File: src/include/bypass_host_consts.svh
// Purpose: Constants for the unlock bypass host sequencer
// Assumes: 10 MHz clock, flash bus writes qualified by write strobe
// Notes: Codes are bus data values, addresses are unlock addresses
`ifndef BYPASS_HOST_CONSTS_SVH
`define BYPASS_HOST_CONSTS_SVH
`define AW 23
`define DW 16
`define CLK_PERIOD_NS 100
`define T_WR_PULSE_NS 100
`define T_READ_NS 100
`define WR_CYC ((`T_WR_PULSE_NS + `CLK_PERIOD_NS - 1) / `CLK_PERIOD_NS)
`define RD_CYC ((`T_READ_NS + `CLK_PERIOD_NS - 1) / `CLK_PERIOD_NS)
`define UNLOCK1_BYTE 23'h000AAA
`define UNLOCK2_BYTE 23'h000555
`define UNLOCK1_WORD 23'h000555
`define UNLOCK2_WORD 23'h0002AA
`define D_UNLOCK1 16'h00AA
`define D_UNLOCK2 16'h0055
`define D_ENTER 16'h0020
`define D_PROGRAM 16'h00A0
`define D_ERASE_SETUP 16'h0080
`define D_BLOCK_ERASE 16'h0030
`define D_CHIP_ERASE 16'h0010
`define D_BUF_LOAD 16'h0025
`define D_ENH_LOAD 16'h0033
`define D_CONFIRM 16'h0029
`define D_EXIT1 16'h0090
`define D_EXIT2 16'h0000
`define D_RESET 16'h00F0
`define MAX_N_BYTE 8'h3F
`define MAX_N_WORD 8'h1F
`define ENH_WORDS 9'h100
`endif

File: src/include/bypass_host_pkg.sv
// Purpose: Types for the unlock bypass host sequencer
// Assumes: Constants header supplies widths
// Notes: Structs carry commands, buffer words and bus cycles
`include "bypass_host_consts.svh"
package bypass_host_pkg;
  typedef enum logic [3:0] {
    OP_READ = 4'h0,
    OP_ENTER = 4'h1,
    OP_EXIT = 4'h2,
    OP_PROGRAM = 4'h3,
    OP_BLK_ERASE = 4'h4,
    OP_ADD_BLOCK = 4'h5,
    OP_CHIP_ERASE = 4'h6,
    OP_BUF_PROG = 4'h7,
    OP_ENH_PROG = 4'h8,
    OP_READ_RESET = 4'h9,
    OP_ABORT_RESET = 4'hA
  } op_t;
  typedef struct packed {
    op_t op;
    logic [`AW-1:0] addr;
    logic [`DW-1:0] data;
    logic [7:0] count;
  } cmd_t;
  typedef struct packed {
    logic [`AW-1:0] target_write_address;
    logic [`DW-1:0] target_write_value;
  } wdata_t;
  typedef enum logic [1:0] {
    CYC_FIX = 2'h0,
    CYC_USER = 2'h1,
    CYC_END = 2'h2
  } cyc_kind_t;
  typedef struct packed {
    cyc_kind_t kind;
    logic [`AW-1:0] addr;
    logic [`DW-1:0] data;
  } cyc_t;
  typedef enum logic [2:0] {
    ST_IDLE = 3'h0,
    ST_PICK = 3'h1,
    ST_WAIT_DATA = 3'h2,
    ST_SETUP = 3'h3,
    ST_WR_LOW = 3'h4,
    ST_WR_HIGH = 3'h5,
    ST_RD = 3'h6
  } state_t;
endpackage

File: src/hdl/bypass_host.sv
// Purpose: Host sequencer driving a parallel flash in unlock bypass mode
// Assumes: Flash pins and i_dq synchronous to i_clk
// Notes: One command at a time; buffer words stream on the wdata port
`timescale 1ns/10ps
`default_nettype none
`include "bypass_host_consts.svh"
module bypass_host
  import bypass_host_pkg::*;
#(
  parameter bit BYTE_MODE = 1'b0
) (
  input wire logic i_clk,
  input wire logic i_rst_n,
  input wire logic i_cmd_valid,
  input wire cmd_t i_cmd,
  output logic o_cmd_ready,
  output logic o_cmd_error,
  input wire logic i_wdata_valid,
  input wire wdata_t i_wdata,
  output logic o_wdata_ready,
  output logic o_rvalid,
  output logic [`DW-1:0] o_rdata,
  output logic o_in_bypass,
  input wire logic i_vpp_request,
  output logic o_high_program_voltage_level,
  input wire logic i_rb_n,
  input wire logic [`DW-1:0] i_dq,
  output logic [`DW-1:0] o_dq,
  output logic o_dq_oe,
  output logic [`AW-1:0] o_addr,
  output logic o_ce_n,
  output logic o_oe_n,
  output logic o_we_n,
  output logic o_rp_n
);
  localparam logic [7:0] WR_CYC = 8'(`WR_CYC);
  localparam logic [7:0] RD_CYC = 8'(`RD_CYC);
  function automatic logic [`AW-1:0] unl(input logic second);
    unl = BYTE_MODE ? (second ? `UNLOCK2_BYTE : `UNLOCK1_BYTE) :
      (second ? `UNLOCK2_WORD : `UNLOCK1_WORD);
  endfunction
  // Bus cycle for a given step of an operation
  function automatic cyc_t cycle_of(input cmd_t c, input logic [8:0] s);
    logic [8:0] last;
    logic [`AW-1:0] blk0;
    cycle_of = '{kind: CYC_END, addr: '0, data: '0};
    last = 9'({1'b0, c.count} + 9'h002);
    blk0 = {c.addr[`AW-1:8], 8'h00};
    unique case (c.op)
      OP_ENTER, OP_ABORT_RESET: begin
        if (s == 9'h000) begin
          cycle_of = '{CYC_FIX, unl(1'b0), `D_UNLOCK1};
        end else if (s == 9'h001) begin
          cycle_of = '{CYC_FIX, unl(1'b1), `D_UNLOCK2};
        end else if (s == 9'h002) begin
          cycle_of = '{CYC_FIX, unl(1'b0),
            (c.op == OP_ENTER) ? `D_ENTER : `D_RESET};
        end
      end
      OP_PROGRAM: begin
        if (s == 9'h000) begin
          cycle_of = '{CYC_FIX, '0, `D_PROGRAM};
        end else if (s == 9'h001) begin
          cycle_of = '{CYC_FIX, c.addr, c.data};
        end
      end
      OP_BLK_ERASE, OP_CHIP_ERASE: begin
        if (s == 9'h000) begin
          cycle_of = '{CYC_FIX, '0, `D_ERASE_SETUP};
        end else if (s == 9'h001) begin
          cycle_of = (c.op == OP_BLK_ERASE) ?
            '{CYC_FIX, c.addr, `D_BLOCK_ERASE} :
            '{CYC_FIX, '0, `D_CHIP_ERASE};
        end
      end
      OP_ADD_BLOCK: begin
        if (s == 9'h000) begin
          cycle_of = '{CYC_FIX, c.addr, `D_BLOCK_ERASE};
        end
      end
      OP_BUF_PROG: begin
        if (s == 9'h000) begin
          cycle_of = '{CYC_FIX, c.addr, `D_BUF_LOAD};
        end else if (s == 9'h001) begin
          cycle_of = '{CYC_FIX, c.addr, `DW'(c.count)};
        end else if (s <= last) begin
          cycle_of = '{CYC_USER, '0, '0};
        end else if (s == last + 9'h001) begin
          cycle_of = '{CYC_FIX, c.addr, `D_CONFIRM};
        end
      end
      OP_ENH_PROG: begin
        if (s == 9'h000) begin
          cycle_of = '{CYC_FIX, c.addr, `D_ENH_LOAD};
        end else if (s <= `ENH_WORDS) begin
          cycle_of = '{CYC_USER, '0, '0};
        end else if (s == `ENH_WORDS + 9'h001) begin
          cycle_of = '{CYC_FIX, blk0, `D_CONFIRM};
        end
      end
      OP_EXIT: begin
        if (s == 9'h000) begin
          cycle_of = '{CYC_FIX, '0, `D_EXIT1};
        end else if (s == 9'h001) begin
          cycle_of = '{CYC_FIX, '0, `D_EXIT2};
        end
      end
      OP_READ_RESET: begin
        if (s == 9'h000) begin
          cycle_of = '{CYC_FIX, '0, `D_RESET};
        end
      end
      default: cycle_of = '{CYC_END, '0, '0};
    endcase
  endfunction
  // Refusing here keeps invalid sequences off the flash bus entirely
  function automatic logic legal(input cmd_t c, input logic byp,
                                 input logic open_erase);
    unique case (c.op)
      OP_READ, OP_ABORT_RESET, OP_READ_RESET: legal = 1'b1;
      OP_ENTER: legal = !byp;
      OP_ADD_BLOCK: legal = byp && open_erase;
      OP_BUF_PROG: legal = byp && (c.count <= (BYTE_MODE ?
        `MAX_N_BYTE : `MAX_N_WORD));
      OP_ENH_PROG: legal = byp && !BYTE_MODE;
      OP_EXIT, OP_PROGRAM, OP_BLK_ERASE, OP_CHIP_ERASE:
        legal = byp;
      default: legal = 1'b0;
    endcase
  endfunction
  state_t state, next_state;
  cmd_t cmd, next_cmd;
  logic [8:0] step, next_step;
  logic [7:0] timer, next_timer;
  logic erase_open, next_erase_open;
  logic next_cmd_ready, next_cmd_error, next_wdata_ready, next_rvalid;
  logic [`DW-1:0] next_rdata, next_dq;
  logic next_in_bypass, next_vpp, next_dq_oe, next_ce_n, next_oe_n, next_we_n;
  logic [`AW-1:0] next_addr;
  cyc_t cyc;
  assign cyc = cycle_of(cmd, step);
  always_comb begin
    next_state = state;
    next_cmd = cmd;
    next_step = step;
    next_timer = timer;
    next_erase_open = erase_open;
    next_cmd_ready = 1'b0;
    next_cmd_error = 1'b0;
    next_wdata_ready = o_wdata_ready;
    next_rvalid = 1'b0;
    next_rdata = o_rdata;
    next_in_bypass = o_in_bypass;
    next_vpp = i_vpp_request;
    next_dq = o_dq;
    next_dq_oe = o_dq_oe;
    next_addr = o_addr;
    next_ce_n = o_ce_n;
    next_oe_n = o_oe_n;
    next_we_n = o_we_n;
    if (o_high_program_voltage_level) begin
      next_in_bypass = 1'b1;
    end
    unique case (state)
      ST_IDLE: begin
        next_cmd_ready = 1'b1;
        if (i_cmd_valid && o_cmd_ready) begin
          next_cmd_ready = 1'b0;
          next_cmd = i_cmd;
          next_step = '0;
          if (!legal(i_cmd, o_in_bypass, erase_open)) begin
            next_cmd_error = 1'b1;
          end else if (i_cmd.op == OP_READ) begin
            next_addr = i_cmd.addr;
            next_ce_n = 1'b0;
            next_oe_n = 1'b0;
            next_dq_oe = 1'b0;
            next_timer = RD_CYC;
            next_state = ST_RD;
          end else begin
            next_erase_open = (i_cmd.op == OP_BLK_ERASE) ||
              (i_cmd.op == OP_ADD_BLOCK);
            next_state = ST_PICK;
          end
        end
      end
      ST_PICK: begin
        if (cyc.kind == CYC_END) begin
          if (cmd.op == OP_ENTER) begin
            next_in_bypass = 1'b1;
          end else if (cmd.op == OP_EXIT) begin
            next_in_bypass = 1'b0;
          end
          next_dq_oe = 1'b0;
          next_cmd_ready = 1'b1;
          next_state = ST_IDLE;
        end else if (step == 9'h000 && !i_rb_n &&
                     cmd.op != OP_ADD_BLOCK) begin
          // Busy: a new command other than a read or an add block must wait for the running operation
          next_state = ST_PICK;
        end else if (cyc.kind == CYC_USER) begin
          next_wdata_ready = 1'b1;
          next_state = ST_WAIT_DATA;
        end else begin
          next_addr = cyc.addr;
          next_dq = cyc.data;
          next_state = ST_SETUP;
        end
      end
      ST_WAIT_DATA: begin
        if (i_wdata_valid && o_wdata_ready) begin
          next_wdata_ready = 1'b0;
          next_addr = (cmd.op == OP_ENH_PROG) ?
            {cmd.addr[`AW-1:8], 8'(step - 9'h001)} :
            i_wdata.target_write_address;
          next_dq = i_wdata.target_write_value;
          next_state = ST_SETUP;
        end
      end
      ST_SETUP: begin
        next_ce_n = 1'b0;
        next_dq_oe = 1'b1;
        next_we_n = 1'b0;
        next_timer = WR_CYC;
        next_state = ST_WR_LOW;
      end
      ST_WR_LOW: begin
        next_timer = timer - 8'h01;
        if (timer == 8'h01) begin
          next_we_n = 1'b1;
          next_ce_n = 1'b1;
          next_state = ST_WR_HIGH;
        end
      end
      ST_WR_HIGH: begin
        next_step = step + 9'h001;
        next_state = ST_PICK;
      end
      ST_RD: begin
        next_timer = timer - 8'h01;
        if (timer == 8'h01) begin
          next_rdata = i_dq;
          next_rvalid = 1'b1;
          next_ce_n = 1'b1;
          next_oe_n = 1'b1;
          next_cmd_ready = 1'b1;
          next_state = ST_IDLE;
        end
      end
      default: next_state = ST_IDLE;
    endcase
  end
  always_ff @(posedge i_clk or negedge i_rst_n) begin
    if (!i_rst_n) begin
      state <= ST_IDLE;
      cmd <= '0;
      step <= '0;
      timer <= '0;
      erase_open <= 1'b0;
      o_cmd_ready <= 1'b0;
      o_cmd_error <= 1'b0;
      o_wdata_ready <= 1'b0;
      o_rvalid <= 1'b0;
      o_rdata <= '0;
      o_in_bypass <= 1'b0;
      o_high_program_voltage_level <= 1'b0;
      o_dq <= '0;
      o_dq_oe <= 1'b0;
      o_addr <= '0;
      o_ce_n <= 1'b1;
      o_oe_n <= 1'b1;
      o_we_n <= 1'b1;
      o_rp_n <= 1'b0;
    end else begin
      state <= next_state;
      cmd <= next_cmd;
      step <= next_step;
      timer <= next_timer;
      erase_open <= next_erase_open;
      o_cmd_ready <= next_cmd_ready;
      o_cmd_error <= next_cmd_error;
      o_wdata_ready <= next_wdata_ready;
      o_rvalid <= next_rvalid;
      o_rdata <= next_rdata;
      o_in_bypass <= next_in_bypass;
      o_high_program_voltage_level <= next_vpp;
      o_dq <= next_dq;
      o_dq_oe <= next_dq_oe;
      o_addr <= next_addr;
      o_ce_n <= next_ce_n;
      o_oe_n <= next_oe_n;
      o_we_n <= next_we_n;
      o_rp_n <= 1'b1;
    end
  end
endmodule
`default_nettype wire

File: config.mk
export PLATFORM = sky130hd
export DESIGN_NAME = bypass_host
export DESIGN_NICKNAME = d
export VERILOG_FILES = /design/src/include/bypass_host_pkg.sv /design/src/hdl/bypass_host.sv
export VERILOG_INCLUDE_DIRS = /design/src /design/src/include
export SDC_FILE = /design/constraint.sdc
export NUM_CORES = 1
export LEC_CHECK = 0
export ABC_AREA = 1
export BUFFER_PORTS_ARGS = -buffer_cell sky130_fd_sc_hd__buf_2
export CAP_MARGIN = 10
export CORE_ASPECT_RATIO = 0.5
export CORE_UTILIZATION = 32
export CTS_CLUSTER_DIAMETER = 40
export DETAILED_ROUTE_END_ITERATION = 16
export GPL_ROUTABILITY_DRIVEN = 0
export GPL_TIMING_DRIVEN = 1
export SYNTH_ARGS = -nofsm -noshare
export SYNTH_HDL_FRONTEND = slang
export SYNTH_SLANG_ARGS = --single-unit
File: constraint.sdc
create_clock -name i_clk -period 3.5 [get_ports i_clk]
set_input_delay 0.35 -clock i_clk [delete_from_list [all_inputs] [get_ports i_clk]]
set_output_delay 0.35 -clock i_clk [all_outputs]
set_load 0.005 [all_outputs]
==> results.md, run 1 <==
- Endpoints failing setup: 0
- Via count: 8,403
- Post-route cell area: 10,200 um2
- Final hold slack: 0.102 ns
- Dpl cells: 1,652
- Leakage Power: 0.00540 uW
- Cell Area, Placed: 9550 um2
- PortBufs: 177
- Share of power burned in registers: 0.441
- Clock network power share: 0.521
- Post-Place Setup Slack: 0.0716 ns
- Arr. time, crit path: 3.58 ns
- Peak supply drop: 300 uV
- Clk pin slew, worst setup/hold paths: 0.06 ns
- Antenna-violating nets left: 0
- Proportion of synthesized area in mux cells: 0.00624
- Mapped Area: 8220 um2
- Net Sw Frac: 0.230
- Wirelength, routed: 27.1 mm
- Clock Tree Root: clkbuf_16
- Iteration-0 DRC Markers: 576
- Fill cell count: 2,591
- # nets final: 1,465
- Area contributors post-synth: dfrtp_1 41%, nand2_1 18%, o21ai_0 5.4%, inv_1 5.3%, nor2_1 4.8%
- Layout cells sized above 1: 0.228
- Gr usage total: 0.205
- Post-synth top area cell: dfrtp_1
- Dpl hpwl: 19.6 mm
- Max-Cap Viols: 0
- Final core occ: 0.407
- Die ar.: 26,400 um2
- I/O pins: 178
- Clock sink count: 138
- Final worst setup slack: 0.237 ns
- Clock buffer depth: 2
- Largest net degree at the start of global routing: 61
- Starting density of the core: 0.326
- Fin. Hold Viols: 0
- Adder-Cell Fraction of Synth Area: 0.0305
- Post-synthesis compound-gate area fraction: 0.133
- Drt drc: 0
- Psw: 833 uW
- Min Clock Period, post-route: 3.26 ns
- Pwr Density: 354 nW/um2
- Final cycle utilization of the critical path: 0.932
- FP Rows: 41
- Clk_skew: 0.00784 ns
- Largest family of logic cells by synthesized area: simple AND/OR/NAND/NOR gates
- CP Max Fanout: 28
- TritonCTS clock tree: yes
- Initial antenna violation count: 0
- XOR/XNOR share of the synthesized area: 0.00320
- HP Class: in2reg
- Synth Instances: 1,144
- Area Overhead vs Synth: 24.7%
- Combinational share of power: 0.038
- WL/cell: 16.1 um
- Critical path launch point type: flop
- Post-synthesis sequential area ratio: 0.421
- Setup CP Type: reg2reg
- Non-Filler Instances: 1,690
- Die Y: 115 um
- First drt pass iteration count: 6
- Syn Nets: 1,276
- Post-synth EDFFs: 0
- Post-synthesis area per instance: 7.18 um2
- Worst setup EP type: flop
- Share of the synthesized area in the top cell type: 0.411
- GR Overflow Total: 0
- Slew headroom: 0.379
- Slew Limit Fails: 0
- Fmax: 307 MHz
- P_int: 2790 uW
- Core box area: 25,200 um2
- Vias in the first global route: 8,106
- Reg area: 3460 um2
- Ys flop type: dfrtp_1
- Worst-Margin Slew: 0.928 ns
- Status: finished, final reports clean
- Multi-input combinational cell area: 4160 um2
- Simple-gate share of the synthesized area: 0.324
- Diode count: 0
- Most common cell after layout, fill and taps aside: nand2_1
- Latest clock arrival within the worst-skew pair: 0.44 ns
- Most frequent cells in the layout: 394 x nand2_1, 176 x buf_2, 134 x dfrtp_1
- Post-DR vias/cell: 4.97
- Synth warn: 0
- RSZ-0062 raised after global routing: true
- First-pass GRT wire length: 42.1 mm
- Async SR Flop Fraction: 1.00
- Yosys reg bits: 138
- Worst EP required: 3.82 ns
- CTS Buf Count: 17
- Die Wd: 229 um
- H-tree levels: 4
- Netlist cell types: 51
[worst paths after layout]
check / startpoint / endpoint / slack (ns) / depth (start not counted)
setup / recovery: cmd[1] / o_dq[6] / 0.24 / 18
hold / removal: i_cmd[21] / cmd[21] / 0.10 / 3
setup reg to reg: cmd[1] / o_dq[6] / 0.24 / 18
hold reg to reg: o_rdata[10] / o_rdata[10] / 0.46 / 2
max in group asynchronous: i_rst_n / o_we_n / 2.17 / 3
min in group asynchronous: i_rst_n / cmd[23] / 0.43 / 2
[worst max-delay path, cell delays in order (launching register included)]
cell and delay (ns):
dfrtp_2 0.41, ha_1 0.22, nand2_2 0.14, nor2_2 0.18, nand3_2 0.13, nand2_4 0.12, inv_1 0.05, ha_1 0.30
nand3_1 0.07, or4_1 0.41, nand2_1 0.14, nand2_1 0.07, nand2_1 0.12, inv_1 0.10, nand3_4 0.18, nand3_2 0.17
buf_12 0.20, nand2_1 0.06, o21ai_0 0.08
[per-stage QoR]
step | power (uW) | setup TNS (ns)
2_1_floorplan | 1650 | 0
3_3_place_gp | 1760 | 0
3_5_place_dp | 1770 | 0
4_1_cts | 3660 | 0
5_1_grt | 3730 | -0.0109
6_report | 3620 | 0
[state kept, by name, summed over array words and instances, names as in the netlist]
name and cells:
o_oe_n 1, o_high_program_voltage_level 1, o_dq_oe 1, o_we_n 1
o_rvalid 1, o_dq 16, cmd 51, o_rdata 16
o_addr 23, o_in_bypass 1, o_ce_n 1, timer 8
o_rp_n 1, step 9, o_cmd_error 1, o_wdata_ready 1
o_cmd_ready 1, state 3, erase_open 1
[area by class of cell]
type / count / area share
sequential: 138 / 0.337
inverter: 128 / 0.0474
tap: 344 / 0.0420
timing repair buffer: 203 / 0.109
clock buffer: 20 / 0.0436
clock inverter: 12 / 0.0145
multi-input combinational: 845 / 0.406
[cell families after synthesis]
logic type,count (synthesis)
simple gates,626
compound gates,187
buf+inv,164
flops,138
fa+ha+maj,20
mux,5
xor+xnor,3
other cells,1
[metal layers]
metal  part of all wire  global-route usage  up-vias
li1                   -                   -     4071
met1               0.44               0.256     3999
met2               0.47               0.341      282
met3              0.064              0.0551       51
met4              0.022              0.0779        0
met5                  0                   0        -
[cells in the mapped netlist, types with 8 or more instances]
cell type and number:
nand2_2 14, a32oi_1 8, o21ai_0 89, inv_1 115
nand2_1 397, nor2_1 104, ha_1 20, a21oi_1 43
nor3_1 14, clkbuf_1 24, nand3_1 55, inv_2 10
dfrtp_1 135
[power by group through the flow]
stage          combinational [uW]  clock [uW]  sequential [uW]
5_1_grt                       155        1980             1600
4_1_cts                       143        1920             1600
6_report                      139        1890             1600
3_3_place_gp                  138           0             1630
2_1_floorplan                20.8           0             1630
3_5_place_dp                  140           0             1630
[timing repair]
item / 4_1_cts / 5_1_grt
setup buffers: 0 / 1
resized for setup: 0 / 16
endpoints found under the setup margin: 0 / 33
hold buffers: 2 / 0
hold endpoints to repair: 53 / 0
No activity file was read; power rests on OpenSTA's default activity.
==> inputs of run 2 (changes only) <==
RECOVER_POWER = 25   (was unset)
==> results.md, run 2 (synthesis gave the netlist of run 1 again) <==
- Starting density of the core: 0.326
- Latest clock arrival within the worst-skew pair: 0.45 ns
- Worst-Margin Slew: 1.45 ns
- GR Overflow Total: 0
- Drt drc: 0
- Final worst setup slack: 0.233 ns
- FP Rows: 41
- Diode count: 0
- Clock Tree Root: clkbuf_16
- Via count: 8,433
- Fmax: 306 MHz
- Worst setup path startpoint: cmd[1]
- Cell Area, Placed: 9550 um2
- Endpoints failing setup: 0
- Slew headroom: 0.0354
- Gr usage total: 0.205
- Pwr Density: 354 nW/um2
- Setup tns final: 0 ns
- RSZ-0062 raised after global routing: true
- Die Wd: 229 um
- # nets final: 1,465
- I/O pins: 178
- Dpl hpwl: 19.6 mm
- Setup CP Type: reg2reg
- Crit path to: o_dq[6]
- Layout cells sized above 1: 0.228
- R2R setup slack: 0.23 ns
- Initial antenna violation count: 0
- Area Overhead vs Synth: 24.5%
- Share of power burned in registers: 0.441
- Multi-input combinational cell area: 4160 um2
- Clk pin slew, worst setup/hold paths: 0.06 ns
- Largest register by flop count: cmd
- H-tree levels: 4
- Slew Limit Fails: 0
- Fill cell count: 2,594
- Final cycle utilization of the critical path: 0.933
- CTS Buf Count: 17
- Leakage Power: 0.00539 uW
- Wirelength, routed: 27.2 mm
- R2R Path End: o_dq[6]
- CP Max Fanout: 28
- Worst setup EP type: flop
- Clock network power share: 0.521
- Reg2reg start: cmd[1]
- Combinational share of power: 0.038
- Max-Cap Viols: 0
- Post-route cell area: 10,200 um2
- Top flop regs: cmd x51, o_addr x23
- P_int: 2790 uW
- Core box area: 25,200 um2
- Fin. Hold Viols: 0
- Clk_skew: 0.00832 ns
- Final hold slack: 0.101 ns
- Largest net degree at the start of global routing: 61
- WL/cell: 16.1 um
- Clock buffer depth: 2
- HP Class: in2reg
- Antenna-violating nets left: 0
- Most frequent cells in the layout: 394 x nand2_1, 176 x buf_2, 134 x dfrtp_1
- Peak supply drop: 302 uV
- Final core occ: 0.406
- First-pass GRT wire length: 42.1 mm
- Net Sw Frac: 0.230
- Most common cell after layout, fill and taps aside: nand2_1
- Iteration-0 DRC Markers: 648
- Die Y: 115 um
- Psw: 832 uW
- TritonCTS clock tree: yes
- First drt pass iteration count: 6
- Post-Place Setup Slack: 0.0716 ns
- Vias in the first global route: 8,106
- Worst EP required: 3.82 ns
- Critical path launch point type: flop
- Reg area: 3460 um2
- Min Clock Period, post-route: 3.27 ns
- PortBufs: 177
- Status: finished, final reports clean
- Clock sink count: 138
- Post-DR vias/cell: 4.99
- Arr. time, crit path: 3.59 ns
- Reg2reg path depth: 18
- Die ar.: 26,400 um2
- Max reg flops: 51
[run 2: cell count changes in the layout (fill, tap and decap cells not counted)]
cell      before  now
buf_12         2    1
buf_6          2    1
clkbuf_2       0    2
[run 2: layer usage]
metal  global-route usage  part of all wire  up-vias
met1                0.256              0.44     4022
met2                0.341              0.47      290
met3               0.0551             0.068       55
met4               0.0779             0.024        0
li1                     -                 -     4066
met5                    0                 0        -
[run 2: area by class of cell]
type	instances	share of cell area
multi-input combinational	845	0.407
sequential	138	0.338
timing repair buffer	203	0.108
inverter	128	0.0475
clock buffer	20	0.0437
tap	344	0.0421
clock inverter	12	0.0146
[run 2: how the worst min path moves through the flow]
stage                    from       end  cells past startpoint
global placement      i_rst_n  o_dq[10]                      1
CTS                 i_cmd[21]   cmd[21]                      3
floorplan             i_rst_n    cmd[0]                      0
finish              i_cmd[21]   cmd[21]                      3
detailed placement    i_rst_n   cmd[23]                      1
global route        i_cmd[19]   cmd[19]                      3
[run 2: critical path, cell delays in order, from the launching register on]
cell,delay (ns)
dfrtp_2,0.40
ha_1,0.22
nand2_2,0.14
nor2_2,0.18
nand3_2,0.13
nand2_4,0.12
inv_1,0.05
ha_1,0.30
nand3_1,0.07
or4_1,0.41
nand2_1,0.15
nand2_1,0.07
nand2_1,0.12
inv_1,0.10
nand3_4,0.18
nand3_2,0.17
buf_12,0.20
nand2_1,0.06
o21ai_0,0.08
[run 2: repair_timing]
action | in CTS | in global routing
setup buffers | 0 | 1
hold endpoints to repair | 53 | 0
setup endpoints to repair | 0 | 33
hold buffers | 2 | 0
gates resized for setup | 0 | 16
[run 2: power groups by stage]
| stage | clock, uW | sequential, uW | combinational (uW) |
|---|---|---|---|
| 2_1_floorplan | 0 | 1630 | 20.8 |
| 3_3_place_gp | 0 | 1630 | 138 |
| 3_5_place_dp | 0 | 1630 | 140 |
| 4_1_cts | 1920 | 1600 | 143 |
| 5_1_grt | 1980 | 1600 | 152 |
| 6_report | 1890 | 1600 | 136 |
[run 2: through the flow]
stage                     power [uW]  cells
final                           3620   1690
after global routing            3730   1690
after CTS                       3660   1686
after detailed placement        1770   1652
after global placement          1760   1652
after floorplan                 1650   1144
==> inputs of run 3 (changes only) <==
RECOVER_POWER = 100   (was 25)
==> results.md, run 3 (synthesis gave the netlist of run 1 again) <==
- Worst setup EP type: flop
- Slew headroom: 0.0305
- PortBufs: 177
- Final total power: 3630 uW
- CP dominant cell by count: nand2_1
- Pwr Density: 357 nW/um2
- TritonCTS clock tree: yes
- Peak supply drop: 302 uV
- Clock buffer depth: 2
- Max-Cap Viols: 0
- Wirelength, routed: 27.1 mm
- Reg2reg start: cmd[1]
- Max incr delay on CP: 0.41 ns
- Via count: 8,441
- Die Wd: 229 um
- Endpoints failing setup: 0
- CP Max Fanout: 13
- Fin. Hold Viols: 0
- Most common cell after layout, fill and taps aside: nand2_1
- Arr. time, crit path: 3.60 ns
- R2R setup slack: 0.23 ns
- Delay-heaviest family, CP: simple AND/OR/NAND/NOR gates
- Largest register by flop count: cmd
- Drt drc: 0
- Iteration-0 DRC Markers: 630
- Largest net degree at the start of global routing: 61
- Clock sink count: 138
- Max reg flops: 51
- Worst-Margin Slew: 1.45 ns
- Non-Filler Instances: 1,690
- Buf+Inv Stages, Crit Path: 3
- # nets final: 1,465
- Dpl hpwl: 19.6 mm
- Clock Tree Root: clkbuf_16
- Worst setup path startpoint: cmd[1]
- Cell breakdown of the critical path: ha_1, nand2_2, nor2_2, nand3_2, nand2_4, inv_1, ha_1, nand3_1, or4_1, nand2_1, nand2_1, nand2_1, inv_1, nand3_4, nand3_4, buf_6, nand2_1, nand2_1
- Fmax: 306 MHz
- First drt pass iteration count: 7
- Diode count: 0
- First-pass GRT wire length: 42.1 mm
- Worst hold stages: 3
- Starting density of the core: 0.326
- Latest clock arrival within the worst-skew pair: 0.45 ns
- Slew Limit Fails: 0
- Min Clock Period, post-route: 3.27 ns
- I/O pins: 178
- Die ar.: 26,400 um2
- Most frequent cells in the layout: 394 x nand2_1, 137 x buf_2, 134 x dfrtp_1
- Area Overhead vs Synth: 23.5%
- Post-DR vias/cell: 4.99
- Core box area: 25,200 um2
- Critical path launch point type: flop
- Final cycle utilization of the critical path: 0.935
- Dpl cells: 1,652
- Crit path to: o_addr[1]
- Layout cells sized above 1: 0.194
- Status: finished, final reports clean
- WL/cell: 16.0 um
- RSZ-0062 raised after global routing: true
- Clk_skew: 0.00776 ns
- Initial antenna violation count: 0
- Crit path depth: 18
- R2R Path End: o_addr[1]
- Die Y: 115 um
- Setup CP Type: reg2reg
- Leakage Power: 0.00524 uW
- FP Rows: 41
- H-tree levels: 4
- Clk pin slew, worst setup/hold paths: 0.06 ns
- HP Class: in2reg
- Final hold slack: 0.100 ns
- CTS Buf Count: 17
- GR Overflow Total: 0
- Reg2reg path depth: 18
- Vias in the first global route: 8,106
- Gr usage total: 0.205
- Worst EP required: 3.82 ns
- Antenna-violating nets left: 0
- Crit-path slowest cell: dfrtp_2
- Top flop regs: cmd x51, o_addr x23
[run 3: cell count changes in the layout (fill, tap and decap cells not counted), moves of 2 or more]
cell	change
clkbuf_1	+41
buf_2	-39
buf_4	-6
clkbuf_2	+3
nor3_1	+2
nor3_2	-2
[run 3: through the flow]
step | setup WS [ns] | setup TNS [ns] | util | area (um2)
4_1_cts | 0.0369 | 0 | 0.404 | 10200
3_5_place_dp | 0.0716 | 0 | 0.379 | 9550
2_1_floorplan | 0.644 | 0 | - | 8220
6_report | 0.227 | 0 | 0.403 | 10100
3_3_place_gp | 0.172 | 0 | 0.379 | 9550
5_1_grt | -0.00724 | -0.0109 | 0.403 | 10100
[run 3: cell type report]
type,count,area (um2)
clock inverters,12,149
inverters,128,485
clock buffers,20,447
repair buffers,203,1030
well taps,344,430
multi-input cells,845,4140
flip-flops and latches,138,3460
fillers,2617,15000
[run 3: repair_timing]
action / 4_1_cts / 5_1_grt
hold buffers: 2 / 0
endpoints found under the setup margin: 0 / 33
resized for setup: 0 / 16
endpoints found under the hold margin: 53 / 0
buffers inserted: 0 / 1
[run 3: where the power goes]
group | switching, uW | internal, uW
combinational | 78.7 | 57.3
sequential | 0.425 | 1600
clock | 757 | 1130
total | 836 | 2790
[run 3: routing by layer]
layer | GRT usage | vias to the layer above | wire, um
met5 | 0 | - | 0
met4 | 0.0779 | 0 | 662
met3 | 0.0551 | 55 | 1590
met2 | 0.341 | 273 | 12700
met1 | 0.256 | 4044 | 12100
li1 | - | 4069 | -
[run 3: worst min path at each step]
| stage | start | end |
|---|---|---|
| after CTS | i_cmd[21] | cmd[21] |
| after detailed placement | i_rst_n | cmd[23] |
| final | i_cmd[21] | cmd[21] |
| after floorplan | i_rst_n | cmd[0] |
| after global placement | i_rst_n | o_dq[10] |
| after global routing | i_cmd[19] | cmd[19] |
[run 3: worst register-to-register path: cells and delay by family, from the launching register on]
| family | cells | cell delay (ns) |
|---|---|---|
| buf+inv | 3 | 0.37 |
| flops | 1 | 0.41 |
| fa+ha+maj | 2 | 0.52 |
| simple gates | 13 | 1.88 |
